==> src/hdl/slic_ctrl_pkg.sv <==
// constants and types shared by the line-interface control logic
package slic_ctrl_pkg;

   // ---------------------------------------------------------------
   // operating modes
   // ---------------------------------------------------------------
   typedef enum logic [1:0] {
      MODE_POWER_DOWN,
      MODE_HIGH_IMPEDANCE_FEED,
      MODE_ACTIVE,
      MODE_RING
   } op_mode_t;

   // ---------------------------------------------------------------
   // timing
   // ---------------------------------------------------------------
   localparam int REF_CLK_KHZ = 25000;
   localparam int CONV_CLK_KHZ = 125;
   // internal oscillator half period, in ref_clk cycles
   localparam int OSC_HALF_CYCLES = REF_CLK_KHZ / (2 * CONV_CLK_KHZ);
   localparam int OSC_CNT_W = 8;

   // ---------------------------------------------------------------
   // polarity reversal ramp
   // ---------------------------------------------------------------
   localparam int RAMP_W = 8;
   localparam logic [RAMP_W-1:0] RAMP_NORMAL = 8'h00;
   localparam logic [RAMP_W-1:0] RAMP_REVERSED = 8'hFF;
   // cycles per ramp step; stands in for the external ramp capacitor
   localparam int RAMP_STEP_CYCLES = 4;
   localparam int RAMP_STEP_W = 4;

endpackage

==> src/hdl/polarity_ramp_if.sv <==
// interface between the mode decoder and the polarity ramp generator
`timescale 1ns/1ps
interface polarity_ramp_if;
   logic target_reversed;
   logic [slic_ctrl_pkg::RAMP_W-1:0] level;
   logic settled;

   modport ctrl (output target_reversed, input level, input settled);
   modport gen (input target_reversed, output level, output settled);
endinterface

==> src/hdl/polarity_ramp.sv <==
// soft polarity reversal ramp generator
`timescale 1ns/1ps
module polarity_ramp (
   input wire logic ref_clk,
   input wire logic reset_n,
   polarity_ramp_if.gen ramp
);

   logic [slic_ctrl_pkg::RAMP_W-1:0] level_q;
   logic [slic_ctrl_pkg::RAMP_W-1:0] level_d;
   logic [slic_ctrl_pkg::RAMP_STEP_W-1:0] step_q;
   logic [slic_ctrl_pkg::RAMP_STEP_W-1:0] step_d;
   logic settled_q;
   wire logic [slic_ctrl_pkg::RAMP_W-1:0] goal;
   wire logic step_due;
   wire logic at_goal;

   // ---------------------------------------------------------------
   // ramp stepping
   // ---------------------------------------------------------------
   // a step rather than a jump keeps the wire exchange gentle
   assign goal = ramp.target_reversed ? slic_ctrl_pkg::RAMP_REVERSED
                                      : slic_ctrl_pkg::RAMP_NORMAL;
   assign at_goal = (level_q == goal);
   assign step_due = (step_q ==
      slic_ctrl_pkg::RAMP_STEP_W'(slic_ctrl_pkg::RAMP_STEP_CYCLES - 1));
   assign step_d = (at_goal || step_due) ? '0 : step_q + 1'b1;
   assign level_d = (at_goal || !step_due) ? level_q :
                    (level_q < goal) ? level_q + 1'b1 : level_q - 1'b1;

   // ramp state
   always_ff @(posedge ref_clk) begin
      if (!reset_n) begin
         level_q <= slic_ctrl_pkg::RAMP_NORMAL;
         step_q <= '0;
         settled_q <= 1'b1;
      end else begin
         level_q <= level_d;
         step_q <= step_d;
         settled_q <= (level_d == goal);
      end
   end

   assign ramp.level = level_q;
   assign ramp.settled = settled_q;

   // ---------------------------------------------------------------
   // checks
   // ---------------------------------------------------------------
   a_ramp_single_step: assert property (
      @(posedge ref_clk) disable iff (!reset_n)
      (level_q != $past(level_q)) |->
         ((level_q - $past(level_q)) == 8'h01 || ($past(level_q) - level_q) == 8'h01))
      else $error("polarity ramp moved by more than one step");

endmodule // polarity_ramp

==> src/hdl/slic_mode_control.sv <==
// mode decoder, supervision and converter control of the line interface
// What this block does
// - power-down low with both mode bits low gives power down; high gives high-impedance.
// - feed bit high gives active; metering bit adds metering, polarity bit reverses.
// - shutdown high, metering high, feed low gives ringing; controller toggles polarity.
// - loop status goes out on an active-low open-drain detect pin.
// - in high-impedance feed, off-hook pulls detect low at the active threshold.
// - power down opens line terminals, disables detectors and transmission.
// - overtemperature forces power down; previous mode returns below hysteresis.
// - converter gate switches in step with the supplied converter clock.
// - clock pin tied to supply selects the internal oscillator instead.
// - polarity changes in active mode follow a ramp, not a step.
// - ringing mode raises the generated battery to the higher ringing level.
// - clock pin tied to ground disables the converter gate drive.
// - ring trip pulls detect low; controller then stops toggling and picks a mode.
`timescale 1ns/1ps
module slic_mode_control (
   input wire logic ref_clk,
   input wire logic reset_n,
   input wire logic line_shutdown_n,
   input wire logic metering_enable_sel,
   input wire logic feed_enable_sel,
   input wire logic polarity_sel,
   input wire logic off_hook_sense,
   input wire logic ring_trip_sense,
   input wire logic over_temp,
   input wire logic below_hysteresis,
   input wire logic conv_clk_in,
   input wire logic clk_tied_supply,
   input wire logic clk_tied_ground,
   input wire logic battery_low,
   output logic loop_detect_n_o,
   output logic loop_detect_n_oe,
   output slic_ctrl_pkg::op_mode_t op_mode,
   output logic line_terminals_hiz,
   output logic transmission_en,
   output logic metering_pulse,
   output logic ring_battery_sel,
   output logic [slic_ctrl_pkg::RAMP_W-1:0] polarity_level,
   output logic polarity_settled,
   output logic thermal_shutdown,
   output logic gate_drive
);

   // ---------------------------------------------------------------
   // mode decode
   // ---------------------------------------------------------------
   // unlisted combination (shutdown low, metering high, feed low) falls to power down
   function automatic slic_ctrl_pkg::op_mode_t decode_mode(input logic sd_n,
                                                           input logic met,
                                                           input logic feed);
      slic_ctrl_pkg::op_mode_t m;
      m = slic_ctrl_pkg::MODE_POWER_DOWN;
      if (feed) begin
         m = slic_ctrl_pkg::MODE_ACTIVE;
      end else if (sd_n && met) begin
         m = slic_ctrl_pkg::MODE_RING;
      end else if (sd_n) begin
         m = slic_ctrl_pkg::MODE_HIGH_IMPEDANCE_FEED;
      end
      return m;
   endfunction

   slic_ctrl_pkg::op_mode_t mode_q;
   slic_ctrl_pkg::op_mode_t mode_d;
   slic_ctrl_pkg::op_mode_t pin_mode;
   logic thermal_q;
   logic thermal_d;

   // selected mode is decoded live from the pins, so resuming needs no saved copy
   assign pin_mode = decode_mode(line_shutdown_n, metering_enable_sel, feed_enable_sel);
   assign thermal_d = over_temp | (thermal_q & ~below_hysteresis);
   assign mode_d = thermal_d ? slic_ctrl_pkg::MODE_POWER_DOWN : pin_mode;

   // ---------------------------------------------------------------
   // supervision
   // ---------------------------------------------------------------
   logic detect_oe_q;
   logic detect_oe_d;
   logic line_hiz_q;
   logic tx_en_q;
   logic metering_q;
   logic ring_bat_q;
   wire logic in_hiz;
   wire logic in_active;
   wire logic in_ring;

   assign in_hiz = (mode_d == slic_ctrl_pkg::MODE_HIGH_IMPEDANCE_FEED);
   assign in_active = (mode_d == slic_ctrl_pkg::MODE_ACTIVE);
   assign in_ring = (mode_d == slic_ctrl_pkg::MODE_RING);
   // detectors are off in power down, so nothing reaches the pin there
   assign detect_oe_d = ((in_hiz | in_active) & off_hook_sense)
                   | (in_ring & ring_trip_sense);

   // mode and line state
   always_ff @(posedge ref_clk) begin
      if (!reset_n) begin
         mode_q <= slic_ctrl_pkg::MODE_POWER_DOWN;
         thermal_q <= 1'b0;
         detect_oe_q <= 1'b0;
         line_hiz_q <= 1'b1;
         tx_en_q <= 1'b0;
         metering_q <= 1'b0;
         ring_bat_q <= 1'b0;
      end else begin
         mode_q <= mode_d;
         thermal_q <= thermal_d;
         detect_oe_q <= detect_oe_d;
         line_hiz_q <= (mode_d == slic_ctrl_pkg::MODE_POWER_DOWN);
         tx_en_q <= in_active;
         metering_q <= in_active & metering_enable_sel;
         ring_bat_q <= in_ring;
      end
   end

   // ---------------------------------------------------------------
   // polarity ramp
   // ---------------------------------------------------------------
   polarity_ramp_if ramp_bus ();
   logic target_rev_q;

   // polarity is ignored outside active and ring, so the line holds its last sense
   always_ff @(posedge ref_clk) begin
      if (!reset_n) begin
         target_rev_q <= 1'b0;
      end else if (in_active || in_ring) begin
         target_rev_q <= polarity_sel;
      end
   end

   assign ramp_bus.target_reversed = target_rev_q;

   polarity_ramp u_ramp (
      .ref_clk(ref_clk),
      .reset_n(reset_n),
      .ramp(ramp_bus.gen)
   );

   // ---------------------------------------------------------------
   // converter gate drive
   // ---------------------------------------------------------------
   logic [slic_ctrl_pkg::OSC_CNT_W-1:0] osc_cnt_q;
   logic osc_q;
   logic gate_q;
   logic detect_pin_q;
   wire logic osc_wrap;
   wire logic switch_clk;
   wire logic gate_d;

   assign osc_wrap = (osc_cnt_q ==
      slic_ctrl_pkg::OSC_CNT_W'(slic_ctrl_pkg::OSC_HALF_CYCLES - 1));
   // supply-tied pin selects the internal oscillator
   assign switch_clk = clk_tied_supply ? osc_q : conv_clk_in;
   // gate only pulses while battery needs topping up; ground-tied pin kills it
   assign gate_d = ~clk_tied_ground & battery_low & switch_clk;

   // oscillator and gate
   always_ff @(posedge ref_clk) begin
      if (!reset_n) begin
         osc_cnt_q <= '0;
         osc_q <= 1'b0;
         gate_q <= 1'b0;
         detect_pin_q <= 1'b0;
      end else begin
         osc_cnt_q <= osc_wrap ? '0 : osc_cnt_q + 1'b1;
         osc_q <= osc_wrap ? ~osc_q : osc_q;
         gate_q <= gate_d;
         detect_pin_q <= 1'b0;                                    // open drain only pulls low
      end
   end

   assign loop_detect_n_o = detect_pin_q;
   assign loop_detect_n_oe = detect_oe_q;
   assign op_mode = mode_q;
   assign line_terminals_hiz = line_hiz_q;
   assign transmission_en = tx_en_q;
   assign metering_pulse = metering_q;
   assign ring_battery_sel = ring_bat_q;
   assign polarity_level = ramp_bus.level;
   assign polarity_settled = ramp_bus.settled;
   assign thermal_shutdown = thermal_q;
   assign gate_drive = gate_q;

   // ---------------------------------------------------------------
   // checks
   // ---------------------------------------------------------------
   a_shutdown_decode: assert property (
      @(posedge ref_clk) disable iff (!reset_n)
      (!line_shutdown_n && !metering_enable_sel && !feed_enable_sel)
         |=> (op_mode == slic_ctrl_pkg::MODE_POWER_DOWN) && line_terminals_hiz)
      else $error("power down not selected");

   a_hiz_decode: assert property (
      @(posedge ref_clk) disable iff (!reset_n)
      (line_shutdown_n && !metering_enable_sel && !feed_enable_sel && !thermal_d)
         |=> op_mode == slic_ctrl_pkg::MODE_HIGH_IMPEDANCE_FEED)
      else $error("high impedance feed not selected");

   a_active_meter: assert property (
      @(posedge ref_clk) disable iff (!reset_n)
      (feed_enable_sel && !thermal_d) |=> (op_mode == slic_ctrl_pkg::MODE_ACTIVE)
         && transmission_en && (metering_pulse == $past(metering_enable_sel)))
      else $error("active mode or metering wrong");

   a_ring_decode: assert property (
      @(posedge ref_clk) disable iff (!reset_n)
      (line_shutdown_n && metering_enable_sel && !feed_enable_sel && !thermal_d)
         |=> (op_mode == slic_ctrl_pkg::MODE_RING) && ring_battery_sel)
      else $error("ring mode or ring battery not selected");

   a_shutdown_no_detect: assert property (
      @(posedge ref_clk) disable iff (!reset_n)
      (op_mode == slic_ctrl_pkg::MODE_POWER_DOWN) |-> !loop_detect_n_oe && !transmission_en)
      else $error("detect or transmission active in power down");

   a_hiz_offhook: assert property (
      @(posedge ref_clk) disable iff (!reset_n)
      (in_hiz && off_hook_sense) |=> loop_detect_n_oe && !loop_detect_n_o)
      else $error("off-hook not signalled in high impedance feed");

   a_ring_trip: assert property (
      @(posedge ref_clk) disable iff (!reset_n)
      (in_ring && ring_trip_sense) |=> loop_detect_n_oe)
      else $error("ring trip not signalled");

   a_thermal_force: assert property (
      @(posedge ref_clk) disable iff (!reset_n)
      over_temp |=> thermal_shutdown && (op_mode == slic_ctrl_pkg::MODE_POWER_DOWN))
      else $error("overtemperature did not force power down");

   a_thermal_resume: assert property (
      @(posedge ref_clk) disable iff (!reset_n)
      (thermal_shutdown && !over_temp && below_hysteresis) |=> !thermal_shutdown)
      else $error("thermal shutdown did not release");

   a_gate_ground_off: assert property (
      @(posedge ref_clk) disable iff (!reset_n)
      clk_tied_ground |=> !gate_drive)
      else $error("gate driven with clock pin grounded");

   a_gate_follows_clk: assert property (
      @(posedge ref_clk) disable iff (!reset_n)
      (!clk_tied_ground && !clk_tied_supply && battery_low) |=> gate_drive == $past(conv_clk_in))
      else $error("gate not following converter clock");

endmodule // slic_mode_control

==> config.mk <==
export PLATFORM = sky130hd
export DESIGN_NAME = slic_mode_control
export DESIGN_NICKNAME = d
export VERILOG_FILES = /design/src/hdl/slic_ctrl_pkg.sv /design/src/hdl/polarity_ramp_if.sv /design/src/hdl/polarity_ramp.sv /design/src/hdl/slic_mode_control.sv
export SDC_FILE = /design/constraint.sdc
export NUM_CORES = 1
export LEC_CHECK = 0
export BUFFER_PORTS_ARGS = -buffer_cell sky130_fd_sc_hd__buf_4
export CAP_MARGIN = 25
export CORE_MARGIN = 2
export CORE_UTILIZATION = 55
export DETAILED_ROUTE_END_ITERATION = 12
export PLACE_DENSITY_LB_ADDON = 0.08
export SYNTH_ARGS = -nofsm -noshare
export SYNTH_HDL_FRONTEND = slang
export SYNTH_SLANG_ARGS = --single-unit
==> constraint.sdc <==
create_clock -name ref_clk -period 9.3 [get_ports ref_clk]
set_clock_uncertainty 0.15 [all_clocks]
set_input_delay 0.93 -clock ref_clk [delete_from_list [all_inputs] [get_ports ref_clk]]
set_output_delay 0.93 -clock ref_clk [all_outputs]
set_load 0.03 [all_outputs]
==> After elaboration in Yosys (flattened, before gate mapping) <==
Cells that the tools add are included.
{ "classes": {"mux": 8, "n_shift": 0, "n_lt_le_gt_ge": 1, "n_addsub": 4, "bitwise_logic": 13, "mul": 0, "n_div": 0, "reduce_logical": 8, "eq_ne": 7} }
{ "ops": {"columns": ["operator", "n"], "rows": [
  ["8-bit two-way mux", 3],
  ["8-bit by 1-bit adder with 8-bit output, second input constant", 2],
  ["8-bit equality test", 2],
  ["8-bit by 7-bit equality test with 1-bit output, second input constant", 1],
  ["8-bit < comparator", 1],
  ["8-bit by 1-bit subtractor with 8-bit output, second input constant", 1],
  ["1-bit bitwise AND", 6],
  ["2-bit two-way mux", 3],
  ["4-bit by 1-bit adder with 4-bit output, second input constant", 1],
  ["2-bit equality test, second input constant", 2],
  ["4-bit by 2-bit equality test with 1-bit output, second input constant", 1],
  ["1-bit inverter", 4],
  ["2-bit OR reduction", 2],
  ["1-bit logical OR", 3],
  ["1-bit OR", 3],
  ["2-bit by 1-bit equality test with 1-bit output, second input constant", 1],
  ["2-bit zero test", 1],
  ["1-bit two-way mux", 2],
  ["1-bit logical AND", 1],
  ["1-bit zero test", 1]
]} }
{ "totals": {"n_memories": 0, "romBits": 0, "output_inout_bits": 19, "ram_bits": 0, "elab_cells": 55, "latch_bits": 0, "register_bits": 32} }

==> Longest topological paths before layout <==
{ "logic_depth": {"depth_word": 8, "ltp_mapped": 16} }

==> Modules after synthesis <==
Synthesis repeated with hierarchy kept, for this count alone.
{ "unflattened": {"cells_unflattened": 204, "area_unflattened_um2": 1803.0} }
{ "by_module_without_submodules": {"columns": ["module", "area_per_inst_um2", "seq_area_each_um2", "n_inst", "cells_per_inst"], "rows": [
  ["polarity_ramp", 1044.8, 260.2, 1, 123],
  ["slic_mode_control", 758.2, 380.4, 1, 81]
]} }

==> Worst setup path after synthesis <==
No wires, ideal clock.
{ "synth_timing": {"path_type": "register to register", "start": "register u_ramp.level_q, in the netlist u_ramp.ramp.level[1]", "end": "register u_ramp.settled_q (netlist: u_ramp.ramp.settled)", "setup_ns": 0.103, "path_buffers": 0, "path_stages_with_launch": 14, "required_ns": 9.047, "arrival_ns": 3.543, "setup_slack_ns": 5.504, "period_less_slack_ns": 3.796, "cell_sequence": "dfxtp_1 > ha_1 > nor2b_1 > o211ai_1 > a21boi_0 > or3_1 > ha_1 > o21ai_0 > o211ai_1 > nand3_1 > or4_1 > and3_1 > or2_1 > a2111oi_2"} }
{ "synth_via": {"elab_chain_len": 4} }
{ "synth_lines": {"columns": ["item", "line", "text"], "rows": [
  ["from (decl)", "polarity_ramp.sv:9", "logic [slic_ctrl_pkg::RAMP_W-1:0] level_q;"],
  ["from (signal assigned)", "polarity_ramp.sv:34", "level_q <= slic_ctrl_pkg::RAMP_NORMAL;"],
  ["from (signal assigned)", "polarity_ramp.sv:38", "level_q <= level_d;"],
  ["8-bit by 1-bit subtractor with 8-bit output (tied with other cells)", "polarity_ramp.sv:29", "(level_q < goal) ? level_q + 1'b1 : level_q - 1'b1;"],
  ["8-bit two-way mux / 1-bit logical OR (equally long branches)", "polarity_ramp.sv:29, polarity_ramp.sv:28", null],
  ["8-bit two-way mux *", "polarity_ramp.sv:28", "assign level_d = (at_goal || !step_due) ? level_q :"],
  ["8-bit equality test *", "polarity_ramp.sv:40", "settled_q <= (level_d == goal);"],
  ["to (signal assigned)", "polarity_ramp.sv:40", null],
  ["to (decl)", "polarity_ramp.sv:13", "logic settled_q;"]
]} }
Every way passes the cells marked *; elsewhere a longest branch is shown, timed or not.
A chain may end at the register's enable or synchronous reset.

==> Final worst setup path <==
{ "layout_timing": {"start": "register target_rev_q (netlist: ramp_bus.target_reversed)", "end": "register u_ramp.settled_q (netlist: u_ramp.ramp.settled)"} }
{ "layout_via": {"elab_chain_len": 5} }
{ "layout_lines": {"columns": ["item", "line", "text"], "rows": [
  ["from (decl)", "slic_mode_control.sv:120", "logic target_rev_q;"],
  ["from (signal assigned)", "slic_mode_control.sv:127", "target_rev_q <= polarity_sel;"],
  ["8-bit two-way mux *", "polarity_ramp.sv:22", "assign goal = ramp.target_reversed ? slic_ctrl_pkg::RAMP_REVERSED"],
  ["8-bit < comparator / 8-bit equality test (equally long branches)", "polarity_ramp.sv:29, polarity_ramp.sv:24", null],
  ["8-bit two-way mux / 1-bit logical OR (equally long branches)", "polarity_ramp.sv:29, polarity_ramp.sv:28", null],
  ["8-bit two-way mux", "polarity_ramp.sv:28", null],
  ["8-bit equality test *", "polarity_ramp.sv:40", null]
]} }
Marked as above.

==> metrics.txt <==
Die X 60.5 um; Filler Cells Inserted 270; WP data arrival 4.26 ns; root buffer cell clkbuf_4; Port Buffers 31; WHS 0.307 ns; worst vdd ir 0.000107 V; PwrDens 160 nW/um^2; vias 1496; Area contributors post-synth dfxtp_1, ha_1, nor2_1; unrepaired setup endpoints after global routing false; most instantiated cells after synthesis dfxtp_1, nor2_1, ha_1; die height 60.5 um; initial drt markers 50; Num CTS Buffers 5; share of flip-flops with an asynchronous set or reset 0%; DRC violations left 0; Net Count, Synth 231; status completed; Area after DPL 2020 sq um; Worst-Margin Slew 0.508 ns; synthesized instance count 197; DRT Wirelength 3630 um; fin area 2080 sq um; maximum number of pins on one net before global-route repair 17; top-count cell post-synth dfxtp_1; clock latency on the worst-skew pair 0.34 ns; Via density 5.44; period utilization 44.7%; Nets 264; critical path required time 9.40 ns; clock sink count 32; Global Route Usage Sum 23.0%; share of layout cells above drive strength 1 18.2%; GR Layer Usage met2 40.7%; post-route ant nets 0; antenna violations before repair 0; Setup CP Type reg -> reg; Post-synth EDFFs 0; Hold Buf Count CTS 0; post-synth top area share 36.5%; Reg clk slew, reported paths 0.10 ns; n_diodes 0; Ys Warns 0; share of the yosys chip area belonging to registers 36.5%; Pre-antenna DRT Iters 4; syn_area_per_cell 8.90 sq um; HP Class reg -> reg; PostCTS Resize Cnt 0; first-pass GRT wire length 6280 um; M1 GR Usage 26.3%; fmax 240 MHz; CTS tree yes; Placed Cells 267; vias in the first global route 1479; Initial Util 57.4%; Post-DP HPWL 2820 um; Startpoint Class flip-flop; Rel. slew slack 66.1%; placer congestion estimate 0.868; Synth Flop Type dfxtp_1; setup violators final 0; clock buffer depth 2; synth unique cells 43; Crit. End Element flip-flop; #FFs+latches synth 32; Wirelength per Cell 13.2 um; Mapped Area 1750 sq um; final hold vios 0; area growth from synthesis to final layout 18.6%; Post CTS Setup Buffer Count 0; dominant cell type by area after synthesis dfxtp_1; post-layout minimum cycle time 4.16 ns; Core Area 3050 sq um; IO Count 33; max-cap viol count 0; busiest grt layer met2; Layout Cells excl Fill 275; worst-path maximum fanout 12; Fin Setup TNS 0 ns; H-Tree Depth 2; die area 3650 sq um; max-slew violations 0; met3 Track Usage GR 6.61%; Pleak 0.907 nW; FP Rows 20; grt ovf 0
==> power by group <==
part / switching, mW / leakage (nW) / total [mW] / internal (mW)
clock: 0.0484 / 0.0315 / 0.0854 / 0.0370
sequential: 0.00579 / 0.260 / 0.150 / 0.144
combinational: 0.0577 / 0.615 / 0.0975 / 0.0398
total: 0.112 / 0.907 / 0.333 / 0.221
==> cell usage in the layout (no fill, tap or decap), drive strengths merged, types with 3 or more instances in the layout <==
cell | synthesis | final
mux2i | 5 | 5
o211ai | 3 | 3
nand3 | 8 | 8
clkbuf | 2 | 7
buf | 3 | 31
o21ai | 4 | 4
xor2 | 8 | 8
and2 | 4 | 4
nor3 | 4 | 4
inv | 9 | 9
a21oi | 9 | 9
dfxtp | 32 | 32
nor2 | 31 | 31
xnor2 | 7 | 7
and3 | 3 | 3
nand2 | 12 | 12
ha | 19 | 19
==> per-layer routing <==
layer / part of all wire [%] / vias to the layer above
met3: 4.9 / 6
met5: 0 / -
li1: - / 753
met1: 43 / 700
met2: 50 / 37
met4: 1.4 / 0
==> path summary, 6_finish.rpt <==
path / slack, ns / depth (start not counted) / start / endpoint
min: 0.31 / 1 / u_ramp.step_q[0] / u_ramp.step_q[0]
max reg2reg: 5.14 / 13 / ramp_bus.target_reversed / u_ramp.ramp.settled
max: 5.14 / 13 / ramp_bus.target_reversed / u_ramp.ramp.settled
min reg2reg: 0.31 / 1 / u_ramp.step_q[0] / u_ramp.step_q[0]
==> state kept, by name (all words and copies together), names as in the netlist <==
signal / cells
osc_cnt_q: 8
u_ramp.ramp.level: 8
u_ramp.step_q: 4
op_mode: 2
gate_drive: 1
line_terminals_hiz: 1
loop_detect_n_oe: 1
metering_pulse: 1
osc_q: 1
ramp_bus.target_reversed: 1
ring_battery_sel: 1
thermal_shutdown: 1
transmission_en: 1
u_ramp.ramp.settled: 1
==> kinds of logic (layout without fill, tap and decap cells) <==
group | count (synthesis) | in the layout | share of synthesized area (%)
adders and majority gates | 20 | 20 | 14.7
and+or+nand+nor | 79 | 79 | 22.1
AOI/OAI and AO/OA | 30 | 30 | 12.1
DFF | 32 | 32 | 36.5
xor gates and xnor gates | 15 | 15 | 7.49
muxes | 6 | 6 | 3.50
other | 1 | 1 | 0.214
buffers and inverters | 14 | 48 | 3.35
==> critical path, stage by stage, from the launching register on <==
cell and delay (ns):
dfxtp_1 0.42, inv_1 0.21, ha_1 0.36, and4_1 0.26, a21boi_0 0.17, or3_1 0.51
ha_1 0.40, o21ai_0 0.11, o211ai_1 0.21, nand3_1 0.09, or4_1 0.44, and3_1 0.19
or2_1 0.26, a2111oi_2 0.29
==> metrics by stage <==
stage / utilization [%] / worst slack, ns / power, mW
after CTS: 68.1 / 5.16 / 0.336
after global routing: 68.1 / 4.76 / 0.356
after global placement: 66.0 / 5.33 / 0.246
final: 68.1 / 5.14 / 0.333
after detailed placement: 66.0 / 5.20 / 0.251
after floorplan: - / 5.50 / 0.225
==> cell type report <==
type | instances | area (sq um) | area share, %
clock buffers | 7 | 55.1 | 2.65
clock inverters | 1 | 7.51 | 0.361
inverters | 9 | 33.8 | 1.63
multi-input cells | 151 | 1050 | 50.7
flip-flops and latches | 32 | 641 | 30.8
well taps | 44 | 55.1 | 2.65
repair buffers | 31 | 233 | 11.2
Note: power is estimated with default switching activity, not from simulation.
